$ cat src/logic/upper_gpio_pkg.sv
/*
 * Shared constants and carrier types for the upper pin multiplexer.
 * Assumes one 20 MHz clock and an APB master on the same clock.
 */
`default_nettype none

package upper_gpio_pkg;

   // ------------------------------------------------------------
   // Pin range
   // ------------------------------------------------------------
   localparam int PIN_BASE = 18;
   localparam int NUM_PINS = 18;
   localparam int NUM_SEL_PINS = 14;

   // Pin indices relative to PIN_BASE
   localparam int IDX_REQUEST = 0;
   localparam int IDX_DONE = 1;
   localparam int IDX_FRAME = 2;
   localparam int IDX_RX_ADDR0 = 6;
   localparam int IDX_RX_ADDR1 = 7;
   localparam int IDX_NO_ALT = 8;
   localparam int IDX_BUS_ADDR22 = 9;
   localparam int IDX_FINISHED = 13;
   localparam int BUS_ADDR_BITS = 4;

   // ------------------------------------------------------------
   // Function select codes
   // ------------------------------------------------------------
   localparam logic [1:0] FUNC_GPIO = 2'h0;
   localparam logic [1:0] FUNC_ALT1 = 2'h1;
   localparam logic [1:0] FUNC_ALT2 = 2'h2;

   // ------------------------------------------------------------
   // Register map (byte addresses)
   // ------------------------------------------------------------
   localparam logic [7:0] ADDR_FUNC_SEL = 8'h00;
   localparam logic [7:0] ADDR_DIR = 8'h04;
   localparam logic [7:0] ADDR_DOUT = 8'h08;
   localparam logic [7:0] ADDR_DIN = 8'h0c;
   localparam logic [7:0] ADDR_XFER_STATUS = 8'h10;

   localparam logic [31:0] FUNC_SEL_RESET = 32'h0000_0000;
   localparam logic [17:0] DIR_RESET = 18'h0_0000;
   localparam logic [17:0] DOUT_RESET = 18'h0_0000;
   // Pins 21..23 and 26 have no select field here
   localparam logic [31:0] FUNC_SEL_MASK = 32'h0ffc_f03f;
   localparam int XFER_FINISHED_BIT = 0;

   typedef struct packed {
      logic [1:0] sel;
      logic gpio_out;
      logic gpio_oe;
      logic alt1_out;
      logic alt1_oe;
      logic alt2_out;
      logic alt2_oe;
   } pin_ctrl_type;

endpackage

`default_nettype wire

$ cat src/logic/pin_mux_cell.sv
/*
 * One pad's output multiplexer with registered pad drive.
 * Assumes the select code and source signals are on pclk.
 */
`default_nettype none

module pin_mux_cell (
   input wire logic pclk,
   input wire logic presetn,
   input wire upper_gpio_pkg::pin_ctrl_type ctrl,
   output logic pad_out,
   output logic pad_oe
);

   logic pad_out_nxt;
   logic pad_oe_nxt;

   always_comb begin
      pad_out_nxt = ctrl.gpio_out;
      pad_oe_nxt = ctrl.gpio_oe;
      unique case (ctrl.sel)
         upper_gpio_pkg::FUNC_ALT1: begin
            pad_out_nxt = ctrl.alt1_out;
            pad_oe_nxt = ctrl.alt1_oe;
         end
         upper_gpio_pkg::FUNC_ALT2: begin
            pad_out_nxt = ctrl.alt2_out;
            pad_oe_nxt = ctrl.alt2_oe;
         end
         default: begin
            // Code 3 is not a function; it behaves as plain I/O
            pad_out_nxt = ctrl.gpio_out;
            pad_oe_nxt = ctrl.gpio_oe;
         end
      endcase
   end

   always_ff @(posedge pclk or negedge presetn) begin
      if (!presetn) begin
         pad_out <= 1'b0;
         pad_oe <= 1'b0;
      end else begin
         pad_out <= pad_out_nxt;
         pad_oe <= pad_oe_nxt;
      end
   end

endmodule

`default_nettype wire

$ cat src/logic/upper_gpio_pin_mux.sv
/*
 * Pin multiplexer for general purpose pins 18 to 35 with APB registers,
 * external transfer handshake pins and the transfer finished counter.
 * Assumes pads resolve level from pad_out/pad_oe outside, DMA engine and
 * memory controller signals are on pclk, and pad inputs are asynchronous.
 */
`default_nettype none

module upper_gpio_pin_mux #(
   parameter int COUNT_WIDTH = 16
) (
   input wire logic pclk,
   input wire logic presetn,
   input wire logic psel,
   input wire logic penable,
   input wire logic pwrite,
   input wire logic [7:0] paddr,
   input wire logic [31:0] pwdata,
   output logic [31:0] prdata,
   output logic pready,
   output logic pslverr,
   input wire logic [17:0] pad_in,
   output logic [17:0] pad_out,
   output logic [17:0] pad_oe,
   input wire logic [1:0] cell_rx_phy_addr,
   input wire logic active_channel_code,
   input wire logic [3:0] ext_bus_addr_high,
   input wire logic frame_start_marker,
   input wire logic desc_start,
   input wire logic [COUNT_WIDTH-1:0] desc_byte_count,
   input wire logic byte_moved,
   output logic ext_transfer_request_n,
   output logic ext_device_done_n,
   output logic debug_ctrl_reset_n
);

   // ------------------------------------------------------------
   // Parameter check
   // ------------------------------------------------------------
   if (COUNT_WIDTH < 1 || COUNT_WIDTH > 31) begin : g_bad_width
      $error("COUNT_WIDTH must be 1 to 31");
   end

   function automatic logic [1:0] sel_of(input logic [31:0] sel_reg, input int idx);
      sel_of = sel_reg[2*idx +: 2];
   endfunction

   // ------------------------------------------------------------
   // Pad input synchronisers
   // ------------------------------------------------------------
   logic [17:0] sync1_r;
   logic [17:0] sync2_r;

   always_ff @(posedge pclk or negedge presetn) begin
      if (!presetn) begin
         sync1_r <= 18'h0_0000;
         sync2_r <= 18'h0_0000;
      end else begin
         sync1_r <= pad_in;
         sync2_r <= sync1_r;
      end
   end

   // ------------------------------------------------------------
   // Register file
   // ------------------------------------------------------------
   logic [31:0] func_sel_r;
   logic [31:0] func_sel_nxt;
   logic [17:0] dir_r;
   logic [17:0] dir_nxt;
   logic [17:0] dout_r;
   logic [17:0] dout_nxt;
   logic [31:0] prdata_r;
   logic [31:0] prdata_nxt;
   logic finished_r;
   logic setup;
   logic access_wr;
   logic mapped;

   assign setup = psel && !penable;
   assign access_wr = psel && penable && pwrite;
   assign mapped = (paddr == upper_gpio_pkg::ADDR_FUNC_SEL) || (paddr == upper_gpio_pkg::ADDR_DIR) ||
                   (paddr == upper_gpio_pkg::ADDR_DOUT) || (paddr == upper_gpio_pkg::ADDR_DIN) ||
                   (paddr == upper_gpio_pkg::ADDR_XFER_STATUS);
   // Zero wait states: read data is captured in the setup cycle
   assign pready = 1'b1;
   assign pslverr = psel && penable && !mapped;
   assign prdata = prdata_r;

   always_comb begin
      func_sel_nxt = func_sel_r;
      dir_nxt = dir_r;
      dout_nxt = dout_r;
      prdata_nxt = prdata_r;
      if (access_wr) begin
         unique case (paddr)
            upper_gpio_pkg::ADDR_FUNC_SEL: func_sel_nxt = pwdata & upper_gpio_pkg::FUNC_SEL_MASK;
            upper_gpio_pkg::ADDR_DIR: dir_nxt = pwdata[17:0];
            upper_gpio_pkg::ADDR_DOUT: dout_nxt = pwdata[17:0];
            default: begin
               // Read-only and unmapped addresses ignore writes
               dout_nxt = dout_r;
            end
         endcase
      end
      if (setup) begin
         unique case (paddr)
            upper_gpio_pkg::ADDR_FUNC_SEL: prdata_nxt = func_sel_r;
            upper_gpio_pkg::ADDR_DIR: prdata_nxt = {14'h0000, dir_r};
            upper_gpio_pkg::ADDR_DOUT: prdata_nxt = {14'h0000, dout_r};
            upper_gpio_pkg::ADDR_DIN: prdata_nxt = {14'h0000, sync2_r};
            upper_gpio_pkg::ADDR_XFER_STATUS: prdata_nxt = {31'h0000_0000, finished_r};
            default: prdata_nxt = 32'h0000_0000;
         endcase
      end
   end

   always_ff @(posedge pclk or negedge presetn) begin
      if (!presetn) begin
         func_sel_r <= upper_gpio_pkg::FUNC_SEL_RESET;
         dir_r <= upper_gpio_pkg::DIR_RESET;
         dout_r <= upper_gpio_pkg::DOUT_RESET;
         prdata_r <= 32'h0000_0000;
      end else begin
         func_sel_r <= func_sel_nxt;
         dir_r <= dir_nxt;
         dout_r <= dout_nxt;
         prdata_r <= prdata_nxt;
      end
   end

   // ------------------------------------------------------------
   // Descriptor byte counter
   // ------------------------------------------------------------
   logic [COUNT_WIDTH-1:0] remain_r;
   logic [COUNT_WIDTH-1:0] remain_nxt;
   logic active_r;
   logic active_nxt;
   logic finished_nxt;

   always_comb begin
      remain_nxt = remain_r;
      active_nxt = active_r;
      finished_nxt = finished_r;
      if (desc_start) begin
         remain_nxt = desc_byte_count;
         active_nxt = 1'b1;
         finished_nxt = 1'b0;
      end else if (active_r && remain_r == '0) begin
         // Zero-length descriptor finishes at once
         active_nxt = 1'b0;
         finished_nxt = 1'b1;
      end else if (active_r && byte_moved) begin
         remain_nxt = remain_r - 1'b1;
         if (remain_r == COUNT_WIDTH'(1)) begin
            active_nxt = 1'b0;
            finished_nxt = 1'b1;
         end
      end
   end

   always_ff @(posedge pclk or negedge presetn) begin
      if (!presetn) begin
         remain_r <= '0;
         active_r <= 1'b0;
         finished_r <= 1'b0;
      end else begin
         remain_r <= remain_nxt;
         active_r <= active_nxt;
         finished_r <= finished_nxt;
      end
   end

   // ------------------------------------------------------------
   // Per-pin source selection
   // ------------------------------------------------------------
   localparam int NUM_PINS_L = upper_gpio_pkg::NUM_PINS;
   upper_gpio_pkg::pin_ctrl_type ctrl [NUM_PINS_L];

   always_comb begin
      for (int i = 0; i < NUM_PINS_L; i++) begin
         ctrl[i].sel = (i < upper_gpio_pkg::NUM_SEL_PINS) ? sel_of(func_sel_r, i) : upper_gpio_pkg::FUNC_GPIO;
         ctrl[i].gpio_out = dout_r[i];
         ctrl[i].gpio_oe = dir_r[i];
         ctrl[i].alt1_out = 1'b0;
         ctrl[i].alt1_oe = 1'b0;
         ctrl[i].alt2_out = 1'b0;
         ctrl[i].alt2_oe = 1'b0;
      end
      ctrl[upper_gpio_pkg::IDX_FRAME].alt1_out = frame_start_marker;
      ctrl[upper_gpio_pkg::IDX_FRAME].alt1_oe = 1'b1;
      ctrl[upper_gpio_pkg::IDX_RX_ADDR0].alt1_out = cell_rx_phy_addr[0];
      ctrl[upper_gpio_pkg::IDX_RX_ADDR0].alt1_oe = 1'b1;
      ctrl[upper_gpio_pkg::IDX_RX_ADDR1].alt1_out = cell_rx_phy_addr[1];
      ctrl[upper_gpio_pkg::IDX_RX_ADDR1].alt1_oe = 1'b1;
      ctrl[upper_gpio_pkg::IDX_RX_ADDR1].alt2_out = active_channel_code;
      ctrl[upper_gpio_pkg::IDX_RX_ADDR1].alt2_oe = 1'b1;
      for (int b = 0; b < upper_gpio_pkg::BUS_ADDR_BITS; b++) begin
         ctrl[upper_gpio_pkg::IDX_BUS_ADDR22 + b].alt1_out = ext_bus_addr_high[b];
         ctrl[upper_gpio_pkg::IDX_BUS_ADDR22 + b].alt1_oe = 1'b1;
      end
      // Finished is active low: high while a transfer is pending
      ctrl[upper_gpio_pkg::IDX_FINISHED].alt1_out = !finished_r;
      ctrl[upper_gpio_pkg::IDX_FINISHED].alt1_oe = 1'b1;
      // Request, done and debug reset alternates are inputs: pad stays released
   end

   for (genvar g = 0; g < upper_gpio_pkg::NUM_PINS; g++) begin : g_cell
      pin_mux_cell u_cell (
         .pclk(pclk),
         .presetn(presetn),
         .ctrl(ctrl[g]),
         .pad_out(pad_out[g]),
         .pad_oe(pad_oe[g])
      );
   end

   // ------------------------------------------------------------
   // Alternate inputs toward the core
   // ------------------------------------------------------------
   logic req_n_nxt;
   logic done_n_nxt;
   logic dbg_rst_n_nxt;

   // Deselected inputs read inactive high so the core never sees a stray request
   always_comb begin
      req_n_nxt = (sel_of(func_sel_r, upper_gpio_pkg::IDX_REQUEST) == upper_gpio_pkg::FUNC_ALT1) ?
                  sync2_r[upper_gpio_pkg::IDX_REQUEST] : 1'b1;
      done_n_nxt = (sel_of(func_sel_r, upper_gpio_pkg::IDX_DONE) == upper_gpio_pkg::FUNC_ALT1) ?
                   sync2_r[upper_gpio_pkg::IDX_DONE] : 1'b1;
      dbg_rst_n_nxt = (sel_of(func_sel_r, upper_gpio_pkg::IDX_FINISHED) == upper_gpio_pkg::FUNC_ALT2) ?
                      sync2_r[upper_gpio_pkg::IDX_FINISHED] : 1'b1;
   end

   always_ff @(posedge pclk or negedge presetn) begin
      if (!presetn) begin
         ext_transfer_request_n <= 1'b1;
         ext_device_done_n <= 1'b1;
         debug_ctrl_reset_n <= 1'b1;
      end else begin
         ext_transfer_request_n <= req_n_nxt;
         ext_device_done_n <= done_n_nxt;
         debug_ctrl_reset_n <= dbg_rst_n_nxt;
      end
   end

endmodule

`default_nettype wire

$ cat config.mk
export PLATFORM = sky130hd
export DESIGN_NAME = upper_gpio_pin_mux
export DESIGN_NICKNAME = d
export VERILOG_FILES = /design/src/logic/upper_gpio_pkg.sv /design/src/logic/pin_mux_cell.sv /design/src/logic/upper_gpio_pin_mux.sv
export SDC_FILE = /design/constraint.sdc
export NUM_CORES = 1
export LEC_CHECK = 0
export BUFFER_PORTS_ARGS = -buffer_cell sky130_fd_sc_hd__buf_2
export CAP_MARGIN = 25
export CORE_ASPECT_RATIO = 0.9
export CORE_MARGIN = 8
export CORE_UTILIZATION = 38
export CTS_BUF_LIST = sky130_fd_sc_hd__clkbuf_8
export DETAILED_ROUTE_END_ITERATION = 6
export GPL_TIMING_DRIVEN = 0
export HOLD_SLACK_MARGIN = 0.15
export PLACE_DENSITY = 0.64
export SYNTH_ARGS = -nofsm -noshare
export SYNTH_HDL_FRONTEND = slang
export SYNTH_SLANG_ARGS = --single-unit
$ cat constraint.sdc
create_clock -name pclk -period 1.7 [get_ports pclk]
set_clock_uncertainty 0.05 [all_clocks]
set_input_delay 0 -clock pclk [delete_from_list [all_inputs] [get_ports pclk]]
set_output_delay 0 -clock pclk [all_outputs]
set_load 0.01 [all_outputs]
* Word-level counts from Yosys, hierarchy flattened
Index checks and enable logic that the tools add are counted.
Storage, ports and cells: bits in registers 181, output and inout bits 73
Cells by class: add/sub/neg operators 1, equality and inequality tests 26, multiplexer cells 35, reduce and logical (&&, ||, !) cells 26
Operators by type and width (number):
- 28-bit case mux with 5 select lines | 1
- 16-bit 2-to-1 mux | 3
- 1-bit case mux with 2 select lines | 15
- 2-bit by 1-bit == test with 1-bit output, second input constant | 10
- 2-bit == test, second input constant | 10
- 16-bit by 1-bit == test with 1-bit output, second input constant | 1
- 8-bit by 4-bit == test with 1-bit output, second input constant | 2
- 16-bit logical NOT | 1
- 1-bit 2-to-1 mux | 16
- 16-bit by 1-bit subtractor with 16-bit output, second input constant | 1
- 2-bit AND reduction | 5
- 8-bit by 3-bit == test with 1-bit output, second input constant | 1
- 8-bit by 5-bit == test with 1-bit output, second input constant | 1
- 8-bit logical NOT | 1
- 1-bit logical AND | 6
- 3-bit nonzero test | 2
- 2-bit OR reduction | 3
- 1-bit logical OR | 4
- 1-bit logical NOT | 3
- 2-bit != test, second input constant | 1
- 2-bit nonzero test | 1

* Depth between registers and ports, before layout
depth after elaboration 7, mapped depth 7, gate-level depth less buffers 6

* Modules after synthesis
A second synthesis with hierarchy kept.
Unflattened totals: cells, all modules 664, area total of the unflattened synthesis 7985.2 um2
By module, submodules not included:
- upper_gpio_pin_mux | times used 1, cells each 448, area each 5913.2 um2, sequential area each 3532.1 um2
- pin_mux_cell | times used 18, cells each 12, area each 115.1 um2, sequential area each 50.0 um2

* Worst setup path before layout
OpenSTA, ideal clock, no wires.
path type register to register, start point register remain_r[0], end point register remain_r[12], setup time 0.126 ns, arrival 1.732 ns, path slack -0.208 ns, stages on the path, launching flop included 7, path through dfrtp_1 inv_1 ha_1 nor4b_2 nand2_1 o41a_1 a221o_1
Between the ends: word-level cells in the longest chain between the ends 4, elaborated cells between the ends (all ways) 8, classes of those cells 1 x add/sub; 1 x eq/ne; 3 x mux; 3 x reduce/logical
Ends and longest elaborated chain:
- start, declared | RTL line upper_gpio_pin_mux.sv:135 | logic [COUNT_WIDTH-1:0] remain_r;
- start signal, assigned | RTL line upper_gpio_pin_mux.sv:168 | remain_r <= remain_nxt;
- 16-bit by 1-bit subtractor with 16-bit output / 16-bit logical NOT (equally long branches) | RTL line upper_gpio_pin_mux.sv:154, upper_gpio_pin_mux.sv:149
- 16-bit 2-to-1 mux / 1-bit logical AND (equally long branches) | RTL line upper_gpio_pin_mux.sv:153, upper_gpio_pin_mux.sv:149
- 16-bit 2-to-1 mux / 2-bit != test (equally long branches)
- 16-bit 2-to-1 mux / 2-bit AND reduction (equally long branches)
Parallel ways exist; a longest one is shown, timed or not. The select of a mux whose other input is x is not followed. A chain may end at the register's enable or synchronous reset.

* Final worst setup path
start point register remain_r[1], end point register remain_r[14]
The elaborated chain is that of the path after synthesis.

==> metrics.md <==
| Metric | Value |
|---|---|
| Status | `complete, but fails checks` |
| Failing checks | `negative setup slack` |
| Port-buffer cells | `approximately 150` |
| Yosys warns | `0` |
| Worst skew pair latency | `between 0.4 and 0.5 ns` |
| Synth Cell Area | `7468 um^2` |
| HP Class | `in2reg` |
| Sequential fraction of the synthesis area | `0.5936` |
| Placed Cells | `about 980` |
| RSZ-0062 raised after global routing | `yes` |
| Post-synthesis cell type count | `between 50 and 60` |
| Nets@finish | `980` |
| First-pass GRT wire length | `approximately 31000 um` |
| Rows | `48` |
| CP Capture Type | `flop` |
| DR pass1 iterations | `4` |
| Worst min-delay path startpoint | `paddr[6]` |
| Power share of the clock group | `0.344` |
| Post-route cell area | `10400 um^2` |
| Logic gate share of total power | `0.106` |
| Sequential share of power | `0.551` |
| DR vias/cell | `approximately 4.9` |
| Pre-CTS WS | `-0.4974 ns` |
| Synth top area cells | `dfrtp_1 58%, mux2_2 9.3%, buf_4 4.1%, nand2_1 3.0%, mux4_2 2.7%` |
| Met1 Track Usage GR | `0.2191` |
| #FFs+latches synth | `between 150 and 200` |
| Die H | `roughly 150 um` |
| Final setup viols | `15` |
| Worst-path clk slew | `0.10 ns` |
| Met2 Track Usage GR | `0.2675` |
| Post-synth top cells | `174 x dfrtp_1, 62 x mux2_2, 59 x nand2_1` |
| WS Path Type | `reg2reg` |
| Cell internal pwr | `0.005882 W` |
| Clock Path Buffers | `2` |
| Gp weighted congestion | `approximately 0.86` |
| Syn_area_per_cell | `12.94 um^2` |
| Final hold vios | `0` |
| Die X | `163.8 um` |
| Count leader, synth | `dfrtp_1` |
| Switching share of power | `0.2688` |
| Die Footprint | `roughly 24000 um^2` |
| P&R area growth vs syn | `39.25%` |
| Gr ovfl total | `0` |
| Vias in the first global route | `5897` |
| Gr usage total | `0.1648` |
| DRT Wirelength | `20070 um` |
| Core footprint | `around 19000 um^2` |
| Cell taking the most area after synthesis | `dfrtp_1` |
| Global routing usage on met3 | `0.04056` |
| Worst hold slack | `0.1567 ns` |
| Initial antenna violation count | `0` |
| Power per cell area | `roughly 770 nW/um^2` |
| Max Slew Vio Count | `0` |
| Post-Syn Instances | `roughly 580` |
| H-tree level count | `4` |
| R2R depth | `7` |
| CTS Root Cell | `clkbuf_8` |
| Relative slew margins | `0.4849` |
| Worst-Margin Slew | `between 0.7 and 0.8 ns` |
| Worst Setup SP | `remain_r[1]$_DFFE_PN0P_` |
| Final HPWL DP | `13320 um` |
| Prevailing post-synth register cell | `dfrtp_1` |
| Period utilization | `1.080` |
| Most Used Layer, Global Route | `met2` |
| Ant diodes | `0` |
| Worst setup SP type | `flop` |
| VDD IR max | `558.7 uV` |
| Max Clk Rate | `between 500 and 600 MHz` |
| Setup ws final | `-0.1361 ns` |
| Initial Util | `0.3886` |
| P_sw | `about 0.0022 W` |
| Inserted Clock Buffers | `17` |
| Detailed Route Iter0 Violations | `276` |
| Number of synthesized flops with an enable pin | `0` |
| Reg2reg start | `remain_r[1]$_DFFE_PN0P_` |
| Post-DP Area | `around 8600 um^2` |
| Core Util, Final | `0.5411` |
| Asr flop ratio synth | `1.000` |
| Routed via count | `roughly 5500` |
| Final worst path period need | `~1.8 ns` |
| MaxCap Viol Count | `0` |
| Proportion of layout cells with a drive suffix above 1 | `0.4303` |
| Post-Layout Cell Count | `1140` |
| WHS Path Cells | `6` |
| WP data required | `roughly 2 ns` |
| Arr. time, crit path | `between 2 and 2.5 ns` |
| TritonCTS clock tree | `done` |
| DR WL/cell | `approximately 18 um` |
| Area share of the largest cell type after synthesis | `0.5830` |
| Critical path fanouts, max | `4` |
| Post-route ant nets | `0` |
| CTS Sinks | `about 180` |
| Largest net degree at the start of global routing | `between 90 and 100` |
| P_leak | `5.114 nW` |
| DRC | `0` |
| # IOs | `between 150 and 200` |
[layout by cell type, fill, tap and decap left out, types with 4 or more instances in the layout]
| master | n |
|---|---|
| mux2_2 | 62 |
| or2_2 | 7 |
| o311ai_2 | 5 |
| nand3_1 | 8 |
| or3_1 | 4 |
| dlygate4sd3_1 | 106 |
| a31oi_1 | 6 |
| o311ai_1 | 6 |
| a22o_1 | 10 |
| clkbuf_8 | 18 |
| conb_1 | 5 |
| nand2_1 | 57 |
| a22oi_1 | 9 |
| clkbuf_1 | 12 |
| buf_2 | 150 |
| ha_1 | 13 |
| dfrtp_1 | 169 |
| inv_1 | 17 |
| mux2_4 | 10 |
| o31ai_1 | 4 |
| o21ai_0 | 25 |
| mux4_2 | 9 |
| buf_4 | 60 |
| nand2b_1 | 5 |
| dfrtp_2 | 5 |
| nor2_1 | 15 |
| and2_1 | 4 |
| buf_6 | 4 |
| a21oi_1 | 6 |
[layer usage]
| layer | routed length [um] | share of wire |
|---|---|---|
| met2 | 9591 | 0.48 |
| met5 | 0 | 0 |
| met4 | 180 | 0.0090 |
| met1 | 9132 | 0.45 |
| met3 | 1170 | 0.058 |
[state kept, by name, summed over array words and instances (netlist names), 16 cells and up]
register and cells:
prdata 28, func_sel_r 20, dir_r 18, dout_r 18
g_cell.u_cell.pad_oe 18, g_cell.u_cell.pad_out 18, sync1_r 18, sync2_r 18
remain_r 16
[metrics by stage]
stage	total power (W)	TNS, ns
after global routing	0.008409	-3.074
after CTS	0.008098	-1.362
after global placement	0.005065	-432.68
after detailed placement	0.005084	-29.46
after floorplan	0.004759	-0.4719
final	0.008044	-1.485
[cell families after synthesis]
kind of cell / after synthesis / synth area share
flops: 177 / 0.5936
simple gates: 136 / 0.09482
compound gates: 85 / 0.07857
mux: 82 / 0.1421
buf+inv: 81 / 0.06651
fa+ha+maj: 14 / 0.02345
other cells: 2 / 0.001006
[power groups by stage]
stage | clock (W) | combinational (W) | sequential (W)
after CTS | 0.00288 | 0.000806 | 0.00442
after global routing | 0.00303 | 0.000932 | 0.00445
final | 0.00277 | 0.000850 | 0.00443
after floorplan | 0 | 0.000288 | 0.00447
after detailed placement | 0 | 0.000592 | 0.00449
after global placement | 0 | 0.000576 | 0.00449
[final cells by class]
class                           instances  area (um^2)
Clock buffer                           18        247.7
Buffer                                 61        435.4
Timing Repair Buffer                  280         2043
Tap cell                              250        312.8
Fill cell                            1668         8818
Clock inverter                         14        125.1
Sequential cell                       177         4439
Multi-Input combinational cell        322         2729
Inverter                               18        67.56
[worst max-delay path, stage by stage (launching register included)]
cell and delay, ns:
dfrtp_1 0.41, inv_2 0.09, ha_4 0.13, nor4b_4 0.28
nand2_2 0.14, buf_4 0.16, o311ai_2 0.28, o311ai_2 0.15
[worst paths after layout]
check | end | slack (ns)
setup / recovery | remain_r[14]$_DFFE_PN0P_ | -0.14
hold / removal | prdata[12]$_DFFE_PN0P_ | 0.16
setup reg to reg | remain_r[14]$_DFFE_PN0P_ | -0.14
hold reg to reg | sync2_r[8]$_DFF_PN0_ | 0.30
max in group asynchronous | ext_device_done_n$_DFF_PN1_ | 0.22
min in group asynchronous | g_cell[14].u_cell.pad_oe$_DFF_PN0_ | 0.54
[what timing repair did]
action,in CTS,in global routing
endpoints found under the hold margin,292,2
setup endpoints to repair,18,101
setup buffers,12,7
gates cloned,1,0
hold buffers,106,1
pin swaps,19,16
gates resized for setup,29,27
Note: power is estimated with default switching activity, not from simulation.
